[config.mk]
export PLATFORM = sky130hd
export DESIGN_NAME = tm_thermal_monitor
export DESIGN_NICKNAME = d
export VERILOG_FILES = /design/src/common/tm_pkg.sv /design/src/logic/tm_thermal_monitor.sv
export VERILOG_INCLUDE_DIRS = /design/src /design/src/common
export SDC_FILE = /design/constraint.sdc
export NUM_CORES = 1
export LEC_CHECK = 0
export ABC_AREA = 1
export BUFFER_PORTS_ARGS = -buffer_cell sky130_fd_sc_hd__buf_2
export CORE_MARGIN = 2
export CORE_UTILIZATION = 30
export CTS_CLUSTER_SIZE = 24
export DETAILED_ROUTE_END_ITERATION = 6
export SYNTH_ARGS = -nofsm -noshare
export SYNTH_HDL_FRONTEND = slang
export SYNTH_SLANG_ARGS = --single-unit
[constraint.sdc]
create_clock -name sys_clk -period 3.3 [get_ports sys_clk]
set_input_delay 0.66 -clock sys_clk [delete_from_list [all_inputs] [get_ports sys_clk]]
set_output_delay 0.66 -clock sys_clk [all_outputs]
set_load 0.03 [all_outputs]
[src/common/tm_cfg.svh]
// Purpose: Constants for the thermal monitor and alert control block
// Assumes: 20 MHz system clock
// Notes: Times kept in ms, cycle counts derived from them
`ifndef TM_CFG_SVH
`define TM_CFG_SVH

`define TM_CLK_HZ 20000000
`define TM_CONV_PERIOD_MS 100
`define TM_CONV_TIME_MS 10
`define TM_BUS_TIMEOUT_MS 50
`define TM_CONV_PERIOD_CYC (`TM_CONV_PERIOD_MS * (`TM_CLK_HZ / 1000))
`define TM_CONV_TIME_CYC (`TM_CONV_TIME_MS * (`TM_CLK_HZ / 1000))
`define TM_BUS_TIMEOUT_CYC (`TM_BUS_TIMEOUT_MS * (`TM_CLK_HZ / 1000))

`define TM_ADDR_FIXED 4'h9
`define TM_PTR_TEMP 2'h0
`define TM_PTR_SET 2'h1
`define TM_PTR_HYST 2'h2
`define TM_PTR_OS 2'h3

`define TM_SET_RST 8'h00
`define TM_HYST_RST 16'h4b00
`define TM_OS_RST 16'h5000

`define TM_SET_SHUTDOWN 0
`define TM_SET_STYLE 1
`define TM_SET_POL 2
`define TM_SET_QUEUE_LO 3
`define TM_SET_QUEUE_HI 4

`endif

[src/common/tm_pkg.sv]
// Purpose: Types for the thermal monitor and alert control block
// Assumes: Constants come from tm_cfg.svh
// Notes: None
package tm_pkg;
   typedef enum {
      TM_IDLE, TM_ADDR, TM_ACK_ADDR, TM_WR_PTR, TM_ACK_PTR,
      TM_WR_DATA, TM_ACK_WR, TM_RD_DATA, TM_RD_ACK
   } tm_bus_state_t;
   typedef logic [1:0] tm_ptr_t;
endpackage : tm_pkg

[src/logic/tm_thermal_monitor.sv]
// Purpose: Conversion scheduling, limit compare, alert and two-wire slave
// Assumes: Bus pins and converter result come from outside the clock domain
// Notes: Open-drain pins drive low only, enable high while driving
//
// Behaviour
// - Convert every 100 ms, update reading
// - Converter active 10 ms per period
// - Shutdown stops conversions, bus stays alive
// - Settings bit 0 selects shutdown
// - Convert at power-up and leaving shutdown
// - Bus reads never disturb running conversion
// - Compare reading to limits after conversion
// - Nine-bit limits, compare top nine bits
// - Comparator: above limit asserts, below hysteresis clears
// - Comparator state unaffected by reads, shutdown
// - Interrupt: first trip on overtemperature, read clears
// - Interrupt trips alternate between both limits
// - Interrupt style: shutdown write clears alert
// - Alert needs queued consecutive faults
// - Settings bit 2 selects alert polarity
// - Settings bit 1 selects alert style
// - Power-up: normal, 80/75 limits, low, queue 1
// - No valid reading before first conversion
// - Data low past timeout returns bus idle
// - Slave address 1001 plus select pins
// - Select 0..3: reading, settings, hysteresis, limit
// - Reset values 00h, 4B00h, 5000h
// - Queue field 00/01/10/11 means 1/2/4/6
// - Writes latch select, reads reuse it
// - Reading left aligned, low five bits zero
`timescale 1ns/1ps
`include "tm_cfg.svh"

module tm_thermal_monitor import tm_pkg::*; #(
   parameter int CONV_PERIOD_CYC = `TM_CONV_PERIOD_CYC,
   parameter int CONV_TIME_CYC = `TM_CONV_TIME_CYC,
   parameter int BUS_TIMEOUT_CYC = `TM_BUS_TIMEOUT_CYC
) (
   input wire logic sys_clk,
   input wire logic sys_rst,
   input wire logic clk_en,
   input wire logic scl_in,
   input wire logic sda_in,
   output logic sda_out,
   output logic sda_oe,
   input wire logic addr_select_pin_2,
   input wire logic addr_select_pin_1,
   input wire logic addr_select_pin_0,
   input wire logic [10:0] adc_result,
   output logic conv_active,
   output logic alert_output,
   output logic alert_output_oe
);
   localparam int CW = $clog2(CONV_PERIOD_CYC + 1);
   localparam int TW = $clog2(BUS_TIMEOUT_CYC + 1);
   localparam logic [15:0] OS_RST = `TM_OS_RST;
   localparam logic [15:0] HYST_RST = `TM_HYST_RST;

   if (CONV_TIME_CYC < 1 || CONV_TIME_CYC >= CONV_PERIOD_CYC || BUS_TIMEOUT_CYC < 2) begin : g_chk
      $error("tm_thermal_monitor: bad timing parameters");
   end

   // Synchronisers, third stage only for edge detection
   logic scl_m, scl_s, scl_d, sda_m, sda_s, sda_d;
   logic [10:0] adc_m, adc_s;
   always_ff @(posedge sys_clk) begin
      if (sys_rst) begin
         scl_m <= 1'b1;
         scl_s <= 1'b1;
         scl_d <= 1'b1;
         sda_m <= 1'b1;
         sda_s <= 1'b1;
         sda_d <= 1'b1;
         adc_m <= 11'h000;
         adc_s <= 11'h000;
      end else if (clk_en) begin
         scl_m <= scl_in;
         scl_s <= scl_m;
         scl_d <= scl_s;
         sda_m <= sda_in;
         sda_s <= sda_m;
         sda_d <= sda_s;
         adc_m <= adc_result;
         adc_s <= adc_m;
      end
   end

   logic scl_rise, scl_fall, start_c, stop_c;
   assign scl_rise = scl_s & ~scl_d;
   assign scl_fall = ~scl_s & scl_d;
   assign start_c = scl_s & scl_d & ~sda_s & sda_d;
   assign stop_c = scl_s & scl_d & sda_s & ~sda_d;

   // Register file
   logic [7:0] settings;
   logic [8:0] os_lim, hyst_lim;
   logic [10:0] thermal_reading;
   logic shutdown, style_int, pol_high;
   assign shutdown = settings[`TM_SET_SHUTDOWN];
   assign style_int = settings[`TM_SET_STYLE];
   assign pol_high = settings[`TM_SET_POL];

   tm_bus_state_t st;
   logic [3:0] bit_cnt;
   logic [7:0] shreg, txsh;
   logic rw, byte_idx, nack, rd_start, wr_stb;
   tm_ptr_t ptr;
   logic [TW-1:0] to_cnt;
   logic bus_timeout;
   logic [6:0] own_addr;
   assign own_addr = {`TM_ADDR_FIXED, addr_select_pin_2, addr_select_pin_1,
                      addr_select_pin_0};

   function automatic logic [7:0] rd_byte(input tm_ptr_t p, input logic idx);
      logic [15:0] w;
      w = 16'h0000;
      case (p)
         `TM_PTR_TEMP: w = {thermal_reading, 5'h00};
         `TM_PTR_SET: w = {settings, settings};
         `TM_PTR_HYST: w = {hyst_lim, 7'h00};
         `TM_PTR_OS: w = {os_lim, 7'h00};
         default: w = 16'h0000;
      endcase
      return idx ? w[7:0] : w[15:8];
   endfunction : rd_byte

   function automatic logic [2:0] queue_need(input logic [1:0] q);
      case (q)
         2'h0: return 3'h1;
         2'h1: return 3'h2;
         2'h2: return 3'h4;
         default: return 3'h6;
      endcase
   endfunction : queue_need

   // Both bytes of the selected register, ready for the transmit path
   logic [7:0] rd_hi, rd_lo;
   assign rd_hi = rd_byte(ptr, 1'b0);
   assign rd_lo = rd_byte(ptr, 1'b1);

   // Stuck data line watchdog
   always_ff @(posedge sys_clk) begin
      if (sys_rst) begin
         to_cnt <= '0;
      end else if (clk_en) begin
         if (!sda_s && st != TM_IDLE && !bus_timeout) begin
            to_cnt <= to_cnt + 1'b1;
         end else begin
            to_cnt <= '0;
         end
      end
   end
   assign bus_timeout = (to_cnt == TW'(BUS_TIMEOUT_CYC - 1));

   assign sda_out = 1'b0;

   // Two-wire slave engine; master owns the clock
   always_ff @(posedge sys_clk) begin
      if (sys_rst) begin
         st <= TM_IDLE;
         bit_cnt <= 4'h0;
         shreg <= 8'h00;
         txsh <= 8'h00;
         rw <= 1'b0;
         byte_idx <= 1'b0;
         nack <= 1'b0;
         ptr <= `TM_PTR_TEMP;
         sda_oe <= 1'b0;
         rd_start <= 1'b0;
         wr_stb <= 1'b0;
      end else if (clk_en) begin
         rd_start <= 1'b0;
         wr_stb <= 1'b0;
         if (bus_timeout) begin
            st <= TM_IDLE;
            sda_oe <= 1'b0;
         end else if (start_c) begin
            st <= TM_ADDR;
            bit_cnt <= 4'h0;
            sda_oe <= 1'b0;
         end else if (stop_c) begin
            st <= TM_IDLE;
            sda_oe <= 1'b0;
         end else if (scl_rise) begin
            case (st)
               TM_ADDR, TM_WR_PTR, TM_WR_DATA: begin
                  shreg <= {shreg[6:0], sda_s};
                  bit_cnt <= bit_cnt + 4'h1;
               end
               TM_RD_ACK: nack <= sda_s;
               default: ;
            endcase
         end else if (scl_fall) begin
            case (st)
               TM_ADDR: begin
                  if (bit_cnt == 4'h8) begin
                     if (shreg[7:1] == own_addr) begin
                        st <= TM_ACK_ADDR;
                        sda_oe <= 1'b1;
                        rw <= shreg[0];
                     end else begin
                        st <= TM_IDLE;
                     end
                  end
               end
               TM_ACK_ADDR: begin
                  byte_idx <= 1'b0;
                  if (rw) begin
                     // Read reuses the latched select
                     st <= TM_RD_DATA;
                     sda_oe <= ~rd_hi[7];
                     txsh <= {rd_hi[6:0], 1'b0};
                     bit_cnt <= 4'h1;
                     rd_start <= 1'b1;
                  end else begin
                     st <= TM_WR_PTR;
                     sda_oe <= 1'b0;
                     bit_cnt <= 4'h0;
                  end
               end
               TM_RD_DATA: begin
                  if (bit_cnt == 4'h8) begin
                     sda_oe <= 1'b0;
                     st <= TM_RD_ACK;
                  end else begin
                     sda_oe <= ~txsh[7];
                     txsh <= {txsh[6:0], 1'b0};
                     bit_cnt <= bit_cnt + 4'h1;
                  end
               end
               TM_RD_ACK: begin
                  if (nack) begin
                     st <= TM_IDLE;
                  end else begin
                     byte_idx <= 1'b1;
                     st <= TM_RD_DATA;
                     sda_oe <= ~rd_lo[7];
                     txsh <= {rd_lo[6:0], 1'b0};
                     bit_cnt <= 4'h1;
                  end
               end
               TM_WR_PTR: begin
                  if (bit_cnt == 4'h8) begin
                     ptr <= shreg[1:0];
                     sda_oe <= 1'b1;
                     st <= TM_ACK_PTR;
                  end
               end
               TM_ACK_PTR: begin
                  sda_oe <= 1'b0;
                  st <= TM_WR_DATA;
                  bit_cnt <= 4'h0;
                  byte_idx <= 1'b0;
               end
               TM_WR_DATA: begin
                  if (bit_cnt == 4'h8) begin
                     wr_stb <= 1'b1;
                     sda_oe <= 1'b1;
                     st <= TM_ACK_WR;
                  end
               end
               TM_ACK_WR: begin
                  sda_oe <= 1'b0;
                  st <= TM_WR_DATA;
                  bit_cnt <= 4'h0;
                  byte_idx <= 1'b1;
               end
               default: st <= TM_IDLE;
            endcase
         end
      end
   end

   // Register writes
   logic set_wr;
   assign set_wr = wr_stb && ptr == `TM_PTR_SET && !byte_idx;
   always_ff @(posedge sys_clk) begin
      if (sys_rst) begin
         settings <= `TM_SET_RST;
         os_lim <= OS_RST[15:7];
         hyst_lim <= HYST_RST[15:7];
      end else if (clk_en && wr_stb) begin
         case (ptr)
            `TM_PTR_SET: if (!byte_idx) settings <= shreg;
            `TM_PTR_HYST: begin
               if (!byte_idx) hyst_lim[8:1] <= shreg;
               else hyst_lim[0] <= shreg[7];
            end
            `TM_PTR_OS: begin
               if (!byte_idx) os_lim[8:1] <= shreg;
               else os_lim[0] <= shreg[7];
            end
            default: ; // Reading is read only
         endcase
      end
   end

   // Conversion scheduler, independent of bus traffic
   logic [CW-1:0] conv_cnt, next_conv_cnt;
   logic conv_done;
   always_comb begin
      if (shutdown || conv_cnt == CW'(CONV_PERIOD_CYC - 1)) next_conv_cnt = '0;
      else next_conv_cnt = conv_cnt + 1'b1;
   end

   always_ff @(posedge sys_clk) begin
      if (sys_rst) begin
         conv_cnt <= '0;
         conv_active <= 1'b0;
         conv_done <= 1'b0;
         thermal_reading <= 11'h000;
      end else if (clk_en) begin
         conv_cnt <= next_conv_cnt;
         conv_active <= !shutdown && next_conv_cnt < CW'(CONV_TIME_CYC);
         conv_done <= 1'b0;
         if (!shutdown && conv_cnt == CW'(CONV_TIME_CYC - 1)) begin
            thermal_reading <= adc_s;
            conv_done <= 1'b1;
         end
      end
   end

   // Limit compare and alert
   logic [8:0] temp9;
   logic hot, cold, fault, fire, comp_active, int_latch, trip_hot, asserted;
   logic [2:0] fault_cnt;
   assign temp9 = thermal_reading[10:2];
   assign hot = $signed(temp9) > $signed(os_lim);
   assign cold = $signed(temp9) < $signed(hyst_lim);
   always_comb begin
      if (style_int) fault = !int_latch && (trip_hot ? hot : cold);
      else fault = comp_active ? cold : hot;
   end
   assign fire = fault && (fault_cnt + 3'h1 >= queue_need(settings[4:3]));
   assign asserted = style_int ? int_latch : comp_active;

   always_ff @(posedge sys_clk) begin
      if (sys_rst) begin
         fault_cnt <= 3'h0;
      end else if (clk_en && conv_done && !shutdown) begin
         if (fault && !fire) fault_cnt <= fault_cnt + 3'h1;
         else fault_cnt <= 3'h0;
      end
   end

   always_ff @(posedge sys_clk) begin
      if (sys_rst) begin
         comp_active <= 1'b0;
      end else if (clk_en && conv_done && !shutdown && !style_int && fire) begin
         comp_active <= ~comp_active;
      end
   end

   always_ff @(posedge sys_clk) begin
      if (sys_rst) begin
         int_latch <= 1'b0;
         trip_hot <= 1'b1;
      end else if (clk_en) begin
         if (conv_done && !shutdown && style_int && fire) begin
            int_latch <= 1'b1;
            trip_hot <= ~trip_hot;
         end else if (rd_start || (set_wr && style_int && shreg[0])) begin
            int_latch <= 1'b0;
         end
      end
   end

   always_ff @(posedge sys_clk) begin
      if (sys_rst) begin
         alert_output <= 1'b1;
         alert_output_oe <= 1'b0;
      end else if (clk_en) begin
         alert_output <= ~(asserted ^ pol_high);
         alert_output_oe <= asserted ^ pol_high;
      end
   end
endmodule : tm_thermal_monitor

==> results of run 1 <==
-- state kept, by name, summed over array words and instances, names as in the netlist, 9 cells and up --
signal,cells
os_lim,9
adc_m,11
thermal_reading,11
hyst_lim,9
to_cnt,20
adc_s,11
conv_cnt,21
-- cells by family after synthesis --
logic type | synth area share [%]
XOR/XNOR | 1.43
AO/OA/AOI/OAI | 15.9
buffers and inverters | 9.36
other | 0.0472
flip-flops | 37.1
adder cells (fa/ha/maj) | 4.41
AND/OR/NAND/NOR | 31.8
-- through the flow --
stage	setup WS, ns	std cells	total power (W)	area (µm²)	hold WS (ns)
floorplan	1.42	1145	0.00213	7940	0.429
global placement	0.837	1471	0.00221	8330	0.442
detailed placement	0.771	1471	0.00221	8330	0.445
CTS	1.11	1503	0.00428	8950	0.421
global route	0.796	1503	0.00439	8950	0.446
finish	1.13	1503	0.00424	8950	0.438
-- per-layer routing --
metal / vias to the layer above / GRT usage, % / wire [µm]
met5: - / 0 / 0
met4: 0 / 4.87 / 333
met3: 25 / 2.90 / 782
met2: 121 / 24.4 / 9370
met1: 3360 / 19.5 / 9860
li1: 3804 / - / -
-- Yosys cell counts (all sizes together), types with 2 or more instances --
cell     count
nand2      226
nor2       193
dfxtp      147
inv        140
a21oi       91
o21ai       81
nand3       57
ha          28
nor3        28
clkbuf      23
nand4       23
a211oi      17
buf         15
nor4        11
a31oi        7
o211ai       7
xor2         7
nor3b        6
xnor2        6
a221oi       5
o22ai        5
clkinv       4
o21bai       3
nand3b       2
o2111ai      2
o221ai       2
-- power by group --
group          leakage (nW)  switching (W)  total, W  internal (W)
logic                  2.14       0.000217  0.000315     0.0000986
clock network         0.300       0.000850   0.00206       0.00121
registers              1.19      0.0000399   0.00186       0.00182
total                  3.64        0.00111   0.00424       0.00313
-- tightest hold or removal path: cells and delay by family --
| family | cells | cell delay (ns) |
|---|---|---|
| buffers and inverters | 1 | 0.07 |
| AND/OR/NAND/NOR | 2 | 0.10 |
-- final cells by class --
cell class | count | area (µm²)
flip-flops and latches | 147 | 2940
fillers | 2796 | 17100
multi-input cells | 816 | 4260
clock buffers | 17 | 425
repair buffers | 29 | 163
well taps | 335 | 419
clock inverters | 15 | 196
inverters | 144 | 549
-- final timing paths --
path	end	slack [ns]	cells after the start
worst max-delay path	conv_active	1.13	13
worst min-delay path	scl_m	0.44	3
worst max register to register	conv_active	1.13	13
worst min register to register	scl_m	0.46	2
==> results by group, run 1 <==
Run status
  • Status: finished, final reports clean

Global route
  • Initial antenna violation count: 0
  • First-pass GRT wire length: 33900 µm
  • Grt ovf: 0
  • Largest net degree at the start of global routing: 44
  • Total GRT Usage: 14.8%
  • Via count of the first global-routing pass: 6854

Finish
  • Layout cells sized above 1: 10.6%
  • Post-Route Utilization: 34.4%
  • Most frequent cells in the layout: nand2_1 (216), nor2_1 (176), dfxtp_1 (147)
  • P&R area growth vs syn: 12.7%
  • Number of diodes: 0
  • Layout net count: 1202
  • Commonest non-fill, non-tap cell in the layout: nand2_1

Setup path
  • Reg-to-Reg Start: conv_cnt[0]
  • CP Launch Point: conv_cnt[0]
  • Startpoint types: flip-flop
  • Critical path buffers and inverters: 1
  • Required time of the critical path: 3.66 ns
  • Crit path top cell by count: nand2_1
  • Critical Path End Type: flip-flop
  • Critical path class: flip-flop to flip-flop
  • CP peak stage delay: 0.51 ns
  • CP max FO: 10
  • CP arrival: 2.53 ns
  • CP max-delay cell: dfxtp_1
  • Critical Path, Cell by Cell: ha_1, nand2_1, nor2_2, nand3_2, nand2_4, inv_4, nand3_1, nand2_1, nand2_1, nand2_1, nand2_1, nand2_1, a21oi_1
  • CP delay by family, top: simple AND/OR/NAND/NOR gates

Route
  • Post-DR vias/cell: 4.86
  • DRT iter0 DRCs: 405
  • Routed wire per std cell: 13.5 µm
  • Post-route DRC: 0
  • Via count: 7310
  • Post-DRT Antenna Nets: 0
  • 1st-pass router iterations: 5
  • Final WL: 20300 µm

Synth
  • EDFF count, synth: 0
  • Syn Inst Count: 1145
  • Post-Syn Area: 7940 µm²
  • Top cell type by total area after synthesis: dfxtp_1
  • Avg Inst Size Synth: 6.94 µm²
  • Share of flip-flops with an asynchronous set or reset: 0%
  • Synth top area share: 37.1%
  • Sequential area share after synthesis: 37.1%
  • Post-synth cell types: 55
  • Yosys warns: 0
  • Leading cell types by total area after synthesis: dfxtp_1 (37%), nand2_1 (10%), nor2_1 (8.3%)
  • Ys flop type: dfxtp_1
  • Synth Net Count: 1192
  • Synthesis-stage register bit count: 147

Die
  • Starting Density: 30.5%
  • Die footprint: 27800 µm²
  • Core area: 26100 µm²
  • Die span in x: 167 µm
  • Rows: 59
  • Ports: 24
  • Vert. Die Dim: 167 µm

Clock network
  • Clock tree buffer depth: 2
  • TritonCTS clock tree: yes
  • CTS buffer count: 17
  • H-Tree Depth: 4
  • Hold-fix buffers, CTS: 0
  • Post-CTS setup buffers: 0
  • Clock root cell: clkbuf_16
  • Worst skew pair latency: 0.43 ns
  • Clock Sinks: 147
  • Clock slew at reported path FFs: 0.07 ns
  • Post-cts sizing count: 0

Timing
  • Tightest Pin Transition: 0.895 ns
  • Setup Skew: 0.0118 ns
  • Final min period: 2.17 ns
  • Final worst-path cycle share: 65.8%
  • Hold Fails Final Rpt: 0
  • RSZ-0062 raised after global routing: no
  • Pins over their slew limit: 0
  • Max-slew headroom at the worst pin: 40.1%
  • Final Setup Violations: 0
  • Setup_tns: 0 ns
  • Max Fclk: 0.461 GHz

Placed design
  • GP Congestion: 0.918
  • PortBufs: 22
  • DP HPWL: 14700 µm

Power and ir drop
  • Max IR drop VDD: 353 µV
  • PD cells: 473 nW/µm²
  • Static leakage power: 3.64 nW

Worst hold path
  • Hold path start: scl_in
  • Hold Crit Class: input pin to flip-flop

Flow run
  • Max_cap viols: 0
(Power assumes the default switching activity.)
==> inputs of run 2 (changes only) <==
==> constraint.sdc (replaced) <==
create_clock -name sys_clk -period 2 [get_ports sys_clk]
set_input_delay 0.4 -clock sys_clk [delete_from_list [all_inputs] [get_ports sys_clk]]
set_output_delay 0.4 -clock sys_clk [all_outputs]
set_load 0.03 [all_outputs]
==> results by group, run 2 (synthesized netlist as in run 1, its figures left out) <==
Run status
  • Status: finished, final reports clean (unchanged)

Placed design
  • DP HPWL: 14700 µm (about the same)
  • GP Congestion: 0.883 (was 0.918)
  • Area after DPL: 8580 µm² (was 8330 µm²)
  • PortBufs: 22 (unchanged)
  • Placed cells: 1501 (was 1471)

Setup path
  • Flop-to-flop setup slack: 0.15 ns (was 1.13 ns)
  • R2R Path End: txsh[5] (was conv_active)
  • CP Capture Point: txsh[5] (was conv_active)
  • CP max FO: 14 (was 10)
  • CP Launch Point: scl_s (was conv_cnt[0])
  • Critical path class: flip-flop to flip-flop (unchanged)
  • R2r worst-path depth: 10 (was 13)
  • CP arrival: 2.16 ns (was 2.53 ns)
  • Critical Path End Type: flip-flop (unchanged)
  • Reg-to-Reg Start: scl_s (was conv_cnt[0])
  • Startpoint types: flip-flop (unchanged)
  • Required time of the critical path: 2.32 ns (was 3.66 ns)

Finish
  • P&R area growth vs syn: 19.4% (was 12.7%)
  • Number of diodes: 0 (unchanged)
  • Layout cells sized above 1: 17.1% (was 10.6%)
  • Fill count: 2726 (was 2796)
  • Largest registers: conv_cnt: 21 flops, to_cnt: 20 flops (unchanged)
  • Fin area: 9480 µm² (was 8950 µm²)
  • Layout net count: 1234 (was 1202)
  • Reg with most FFs: conv_cnt (unchanged)
  • Commonest non-fill, non-tap cell in the layout: nand2_1 (unchanged)
  • Most frequent cells in the layout: nand2_1 (213), nor2_1 (171), dfxtp_1 (129) (was nand2_1 (216), nor2_1 (176), dfxtp_1 (147))
  • Max reg flops: 21 (unchanged)
  • Cell Count, Final, Fillers Out: 1534 (was 1503)

Die
  • Starting Density: 30.5% (unchanged)
  • Rows: 59 (unchanged)
  • Core area: 26100 µm² (unchanged)
  • Die span in x: 167 µm (unchanged)
  • Vert. Die Dim: 167 µm (unchanged)
  • Die footprint: 27800 µm² (unchanged)
  • Ports: 24 (unchanged)

Timing
  • Setup Skew: 0.0117 ns (was 0.0118 ns)
  • Tightest Pin Transition: 0.542 ns (was 0.895 ns)
  • Final worst-path cycle share: 92.4% (was 65.8%)
  • Max-slew headroom at the worst pin: 63.9% (was 40.1%)
  • Hold Fails Final Rpt: 0 (unchanged)
  • Hold WS: 0.185 ns (was 0.438 ns)
  • Final Setup Violations: 0 (unchanged)
  • Max Fclk: 0.541 GHz (was 0.461 GHz)
  • Pins over their slew limit: 0 (unchanged)
  • Final min period: 1.85 ns (was 2.17 ns)

Flow run
  • Max_cap viols: 0 (unchanged)

Power and ir drop
  • Final Power: 0.00714 W (was 0.00424 W)
  • Static leakage power: 3.83 nW (was 3.64 nW)
  • PD cells: 753 nW/µm² (was 473 nW/µm²)
  • Max IR drop VDD: 387 µV (was 353 µV)

Global route
  • First-pass GRT wire length: 33500 µm (was 33900 µm)
  • Grt met1 use: 19.4% (was 19.5%)
  • Grt ovf: 0 (unchanged)
  • Met3 Usage GRT: 2.85% (was 2.90%)
  • Via count of the first global-routing pass: 6986 (was 6854)
  • Routing usage on met2: 23.4% (was 24.4%)
  • Most Used Layer, Global Route: met2 (unchanged)
  • Largest net degree at the start of global routing: 44 (unchanged)
  • Total GRT Usage: 14.6% (was 14.8%)
  • Initial antenna violation count: 0 (unchanged)

Route
  • Via count: 7426 (was 7310)
  • Final WL: 20100 µm (was 20300 µm)
  • Routed wire per std cell: 13.1 µm (was 13.5 µm)
  • Post-route DRC: 0 (unchanged)
  • 1st-pass router iterations: 5 (unchanged)
  • Post-DRT Antenna Nets: 0 (unchanged)
  • Post-DR vias/cell: 4.84 (was 4.86)
  • DRT iter0 DRCs: 462 (was 405)

Clock network
  • Clock slew at reported path FFs: 0.06 ns (was 0.07 ns)
  • TritonCTS clock tree: yes (unchanged)
  • H-Tree Depth: 4 (unchanged)
  • CTS buffer count: 17 (unchanged)
  • Worst skew pair latency: 0.43 ns (about the same)
  • Clock root cell: clkbuf_16 (unchanged)
  • Clock Sinks: 147 (unchanged)
  • Clock tree buffer depth: 2 (unchanged)

Worst hold path
  • Hold Crit Class: input pin to flip-flop (unchanged)
-- run 2: per-stage QoR --
stage / utilization, % / TNS, ns / setup WS [ns]
floorplan: - / 0 / 0.125
global placement: 32.9 / 0 / 0.109
detailed placement: 32.9 / 0 / 0.0510
CTS: 35.4 / 0 / 0.0299
global route: 36.4 / -0.0658 / -0.0375
finish: 36.4 / 0 / 0.152
-- run 2: power breakdown --
part	switching, W	internal [W]	total, W	leakage [nW]
clock network	0.00129	0.00225	0.00354	0.314
logic	0.000361	0.000186	0.000547	2.32
registers	0.0000577	0.00300	0.00306	1.20
total	0.00170	0.00544	0.00714	3.83
-- run 2: critical path: stages (launching register included) --
cell and delay, ns:
dfxtp_1 0.34, inv_1 0.09, ha_1 0.24, inv_1 0.11, nor4_2 0.28, nand3_2 0.14
nor3_4 0.22, buf_12 0.16, nand2_1 0.05, nand2_1 0.06, nor2_1 0.05
-- run 2: worst min-delay path by stage --
| stage | start | to | slack, ns | cells past startpoint |
|---|---|---|---|---|
| CTS | scl_in | scl_m | 0.17 | 3 |
| global route | scl_in | scl_m | 0.19 | 3 |
| global placement | adc_s[6] | adc_s[6] | 0.45 | 2 |
| detailed placement | scl_m | scl_m | 0.45 | 2 |
| finish | scl_in | scl_m | 0.18 | 3 |
| floorplan | scl_m | scl_m | 0.43 | 2 |
-- run 2: what timing repair did --
| item | CTS | global route |
|---|---|---|
| hold buffers | 0 | 0 |
| resized for setup | 0 | 56 |
| endpoints found under the setup margin | 0 | 44 |
| setup buffers | 0 | 2 |
-- run 2: metal layers --
layer  share of wire (%)  wire length [µm]
met3                 4.1               820
met2                  46              9330
met1                  48              9650
met5                   0                 0
met4                 1.7               342
-- run 2: cell type report --
cell class | instances | area (µm²) | share of cell area, %
multi-input cells | 816 | 4460 | 47.0
flip-flops and latches | 147 | 2970 | 31.3
well taps | 335 | 419 | 4.42
repair buffers | 61 | 440 | 4.65
inverters | 144 | 551 | 5.81
clock inverters | 12 | 203 | 2.14
clock buffers | 19 | 443 | 4.67
==> inputs of run 3 (changes only) <==
==> constraint.sdc (replaced) <==
create_clock -name sys_clk -period 2.15 [get_ports sys_clk]
set_input_delay 0.43 -clock sys_clk [delete_from_list [all_inputs] [get_ports sys_clk]]
set_output_delay 0.43 -clock sys_clk [all_outputs]
set_load 0.03 [all_outputs]
==> results by group, run 3 (synthesized netlist as in run 1, its figures left out) <==
Power and ir drop
  • Static leakage power: 3.76 nW (was 3.83 nW)
  • PD cells: 715 nW/µm² (was 753 nW/µm²)
  • Psw: 0.00159 W (was 0.00171 W)
  • Seq pwr share: 43.3% (was 42.8%)
  • Switching share of power: 24.1% (was 23.9%)
  • Logic pwr share: 7.5% (was 7.7%)
  • Clk pwr share: 49.2% (was 49.5%)
  • P_int: 0.00500 W (was 0.00544 W)
  • Max IR drop VDD: 519 µV (was 387 µV)

Timing
  • Setup_tns: 0 ns (unchanged)
  • Setup Skew: 0.00706 ns (was 0.0117 ns)
  • Pins over their slew limit: 0 (unchanged)
  • Final WS setup: 0.180 ns (was 0.152 ns)
  • Final worst-path cycle share: 91.6% (was 92.4%)
  • Max Fclk: 0.508 GHz (was 0.541 GHz)
  • Tightest Pin Transition: 0.524 ns (was 0.542 ns)
  • Max-slew headroom at the worst pin: 65.0% (was 63.9%)
  • RSZ-0062 raised after global routing: no
  • Final Setup Violations: 0 (unchanged)
  • Final min period: 1.97 ns (was 1.85 ns)
  • Hold Fails Final Rpt: 0 (unchanged)

Setup path
  • Flop-to-flop setup slack: 0.18 ns (was 0.15 ns)
  • Critical Path, Cell by Cell: ha_1, nand2_1, nor2_1, nor4b_4, nand3_2, inv_4, nor2_1, a211oi_1 (was inv_1, ha_1, inv_1, nor4_2, nand3_2, nor3_4, buf_12, nand2_1, nand2_1, nor2_1)
  • Startpoint types: flip-flop (unchanged)
  • CP peak stage delay: 0.37 ns (was 0.34 ns)
  • Required time of the critical path: 2.48 ns (was 2.32 ns)
  • R2R Path End: thermal_reading[1] (was txsh[5])
  • Crit path top cell by count: nor2_1
  • CP max-delay cell: dfxtp_1 (unchanged)
  • Reg-to-Reg Start: conv_cnt[0] (was scl_s)
  • CP max FO: 19 (was 14)
  • CP arrival: 2.30 ns (was 2.16 ns)
  • Critical Path End Type: flip-flop (unchanged)
  • R2r worst-path depth: 8 (was 10)
  • Critical path class: flip-flop to flip-flop (unchanged)

Finish
  • Fill count: 2761 (was 2726)
  • Register Area: 2940 µm² (was 2970 µm²)
  • Number of diodes: 0 (unchanged)
  • Layout cells sized above 1: 12.5% (was 17.1%)
  • Commonest non-fill, non-tap cell in the layout: nand2_1 (unchanged)
  • Post-Route Utilization: 35.3% (was 36.4%)
  • Multi-input logic area: 4310 µm² (was 4460 µm²)
  • Largest registers: conv_cnt: 21 flops, to_cnt: 20 flops (unchanged)
  • P&R area growth vs syn: 15.9% (was 19.4%)
  • Layout net count: 1221 (was 1234)
  • Reg with most FFs: conv_cnt (unchanged)
  • Most frequent cells in the layout: nand2_1 (216), nor2_1 (174), dfxtp_1 (147) (was nand2_1 (213), nor2_1 (171), dfxtp_1 (129))
  • Max reg flops: 21 (unchanged)

Run status
  • Status: finished, final reports clean (unchanged)

Route
  • DRT iter0 DRCs: 503 (was 462)
  • Via count: 7368 (was 7426)
  • 1st-pass router iterations: 5 (unchanged)
  • Final WL: 20300 µm (was 20100 µm)
  • Post-DRT Antenna Nets: 0 (unchanged)
  • Post-DR vias/cell: 4.84 (about the same)
  • Routed wire per std cell: 13.4 µm (was 13.1 µm)
  • Post-route DRC: 0 (unchanged)

Placed design
  • Post-place setup slack: 0.177 ns (was 0.0510 ns)
  • DP HPWL: 15000 µm (was 14700 µm)
  • GP Congestion: 0.920 (was 0.883)
  • PortBufs: 22 (unchanged)

Worst hold path
  • Hold Crit Class: input pin to flip-flop (unchanged)
  • Hold path depth: 3 (unchanged)
  • Hold path start: scl_in (unchanged)
  • Hold Path End: scl_m (unchanged)

Clock network
  • Worst skew pair latency: 0.42 ns (was 0.43 ns)
  • TritonCTS clock tree: yes (unchanged)
  • Clock Sinks: 147 (unchanged)
  • Clock tree buffer depth: 2 (unchanged)
  • H-Tree Depth: 4 (unchanged)
  • Clock root cell: clkbuf_16 (unchanged)
  • CTS buffer count: 17 (unchanged)
  • Clock slew at reported path FFs: 0.06 ns (about the same)

Die
  • Rows: 59 (unchanged)
  • Vert. Die Dim: 167 µm (unchanged)
  • Ports: 24 (unchanged)
  • Die footprint: 27800 µm² (unchanged)
  • Core area: 26100 µm² (unchanged)
  • Die span in x: 167 µm (unchanged)
  • Starting Density: 30.5% (unchanged)

Global route
  • Via count of the first global-routing pass: 6922 (was 6986)
  • Initial antenna violation count: 0 (unchanged)
  • First-pass GRT wire length: 34500 µm (was 33500 µm)
  • Largest net degree at the start of global routing: 44 (unchanged)
  • Total GRT Usage: 15.1% (was 14.6%)
  • Grt ovf: 0 (unchanged)

Flow run
  • Max_cap viols: 0 (unchanged)
==> run 3: cell count changes in the layout (fill, tap and decap cells not counted), sizes merged <==
cell | previous run | this run
clkinvlp | 1 | 2
inv | 144 | 143
bufinv | 5 | 4
clkbuf | 19 | 20
buf | 61 | 48
==> run 3: power by group through the flow <==
stage               clock network (W)  registers, W  logic, W
floorplan                           0       0.00290  0.000365
global route                  0.00342       0.00286  0.000563
global placement                    0       0.00291  0.000493
CTS                           0.00332       0.00285  0.000498
finish                        0.00324       0.00285  0.000495
detailed placement                  0       0.00291  0.000495
==> run 3: how the worst max path moves through the flow <==
stage / endpoint / cells after the start / slack (ns) / from
floorplan: comp_active / 11 / 0.27 / fault_cnt[0]
global placement: to_cnt[17] / 9 / 0.17 / clk_en
detailed placement: thermal_reading[1] / 8 / 0.18 / conv_cnt[0]
CTS: thermal_reading[1] / 8 / 0.12 / conv_cnt[0]
global route: thermal_reading[1] / 8 / 0.01 / conv_cnt[0]
finish: thermal_reading[1] / 8 / 0.18 / conv_cnt[0]
==> run 3: per-stage QoR <==
stage / power, W / hold WS [ns] / instance area [µm²] / cells
global placement: 0.00340 / 0.448 / 8490 / 1489
floorplan: 0.00326 / 0.429 / 7940 / 1145
finish: 0.00658 / 0.231 / 9210 / 1521
global route: 0.00684 / 0.239 / 9210 / 1521
CTS: 0.00666 / 0.215 / 9130 / 1520
detailed placement: 0.00341 / 0.449 / 8490 / 1489
==> run 3: timing repair <==
action | 4_1_cts | 5_1_grt
hold buffers | 0 | 0
resized for setup | 0 | 10
buffers inserted | 0 | 1
endpoints found under the setup margin | 0 | 23
==> run 3: routing by layer <==
layer	up-vias	GRT usage [%]	wire, µm
met3	21	2.61	825
li1	3840	-	-
met2	153	24.6	9510
met5	-	0	0
met4	0	4.69	244
met1	3354	20.3	9740
==> run 3: final cells by class <==
| type | instances | area share [%] |
|---|---|---|
| clock buffers | 20 | 5.07 |
| flip-flops and latches | 147 | 32.0 |
| repair buffers | 48 | 3.72 |
| inverters | 144 | 5.98 |
| well taps | 335 | 4.55 |
| multi-input cells | 816 | 46.8 |
| clock inverters | 11 | 1.90 |
==> run 3: worst max-delay path, delay by kind of cell, from the launching register on <==
kind | cells | cell delay [ns]
and+or+nand+nor | 5 | 0.89
DFF | 1 | 0.37
adders and majority gates | 1 | 0.22
buffers and inverters | 1 | 0.20
AOI/OAI and AO/OA | 1 | 0.19
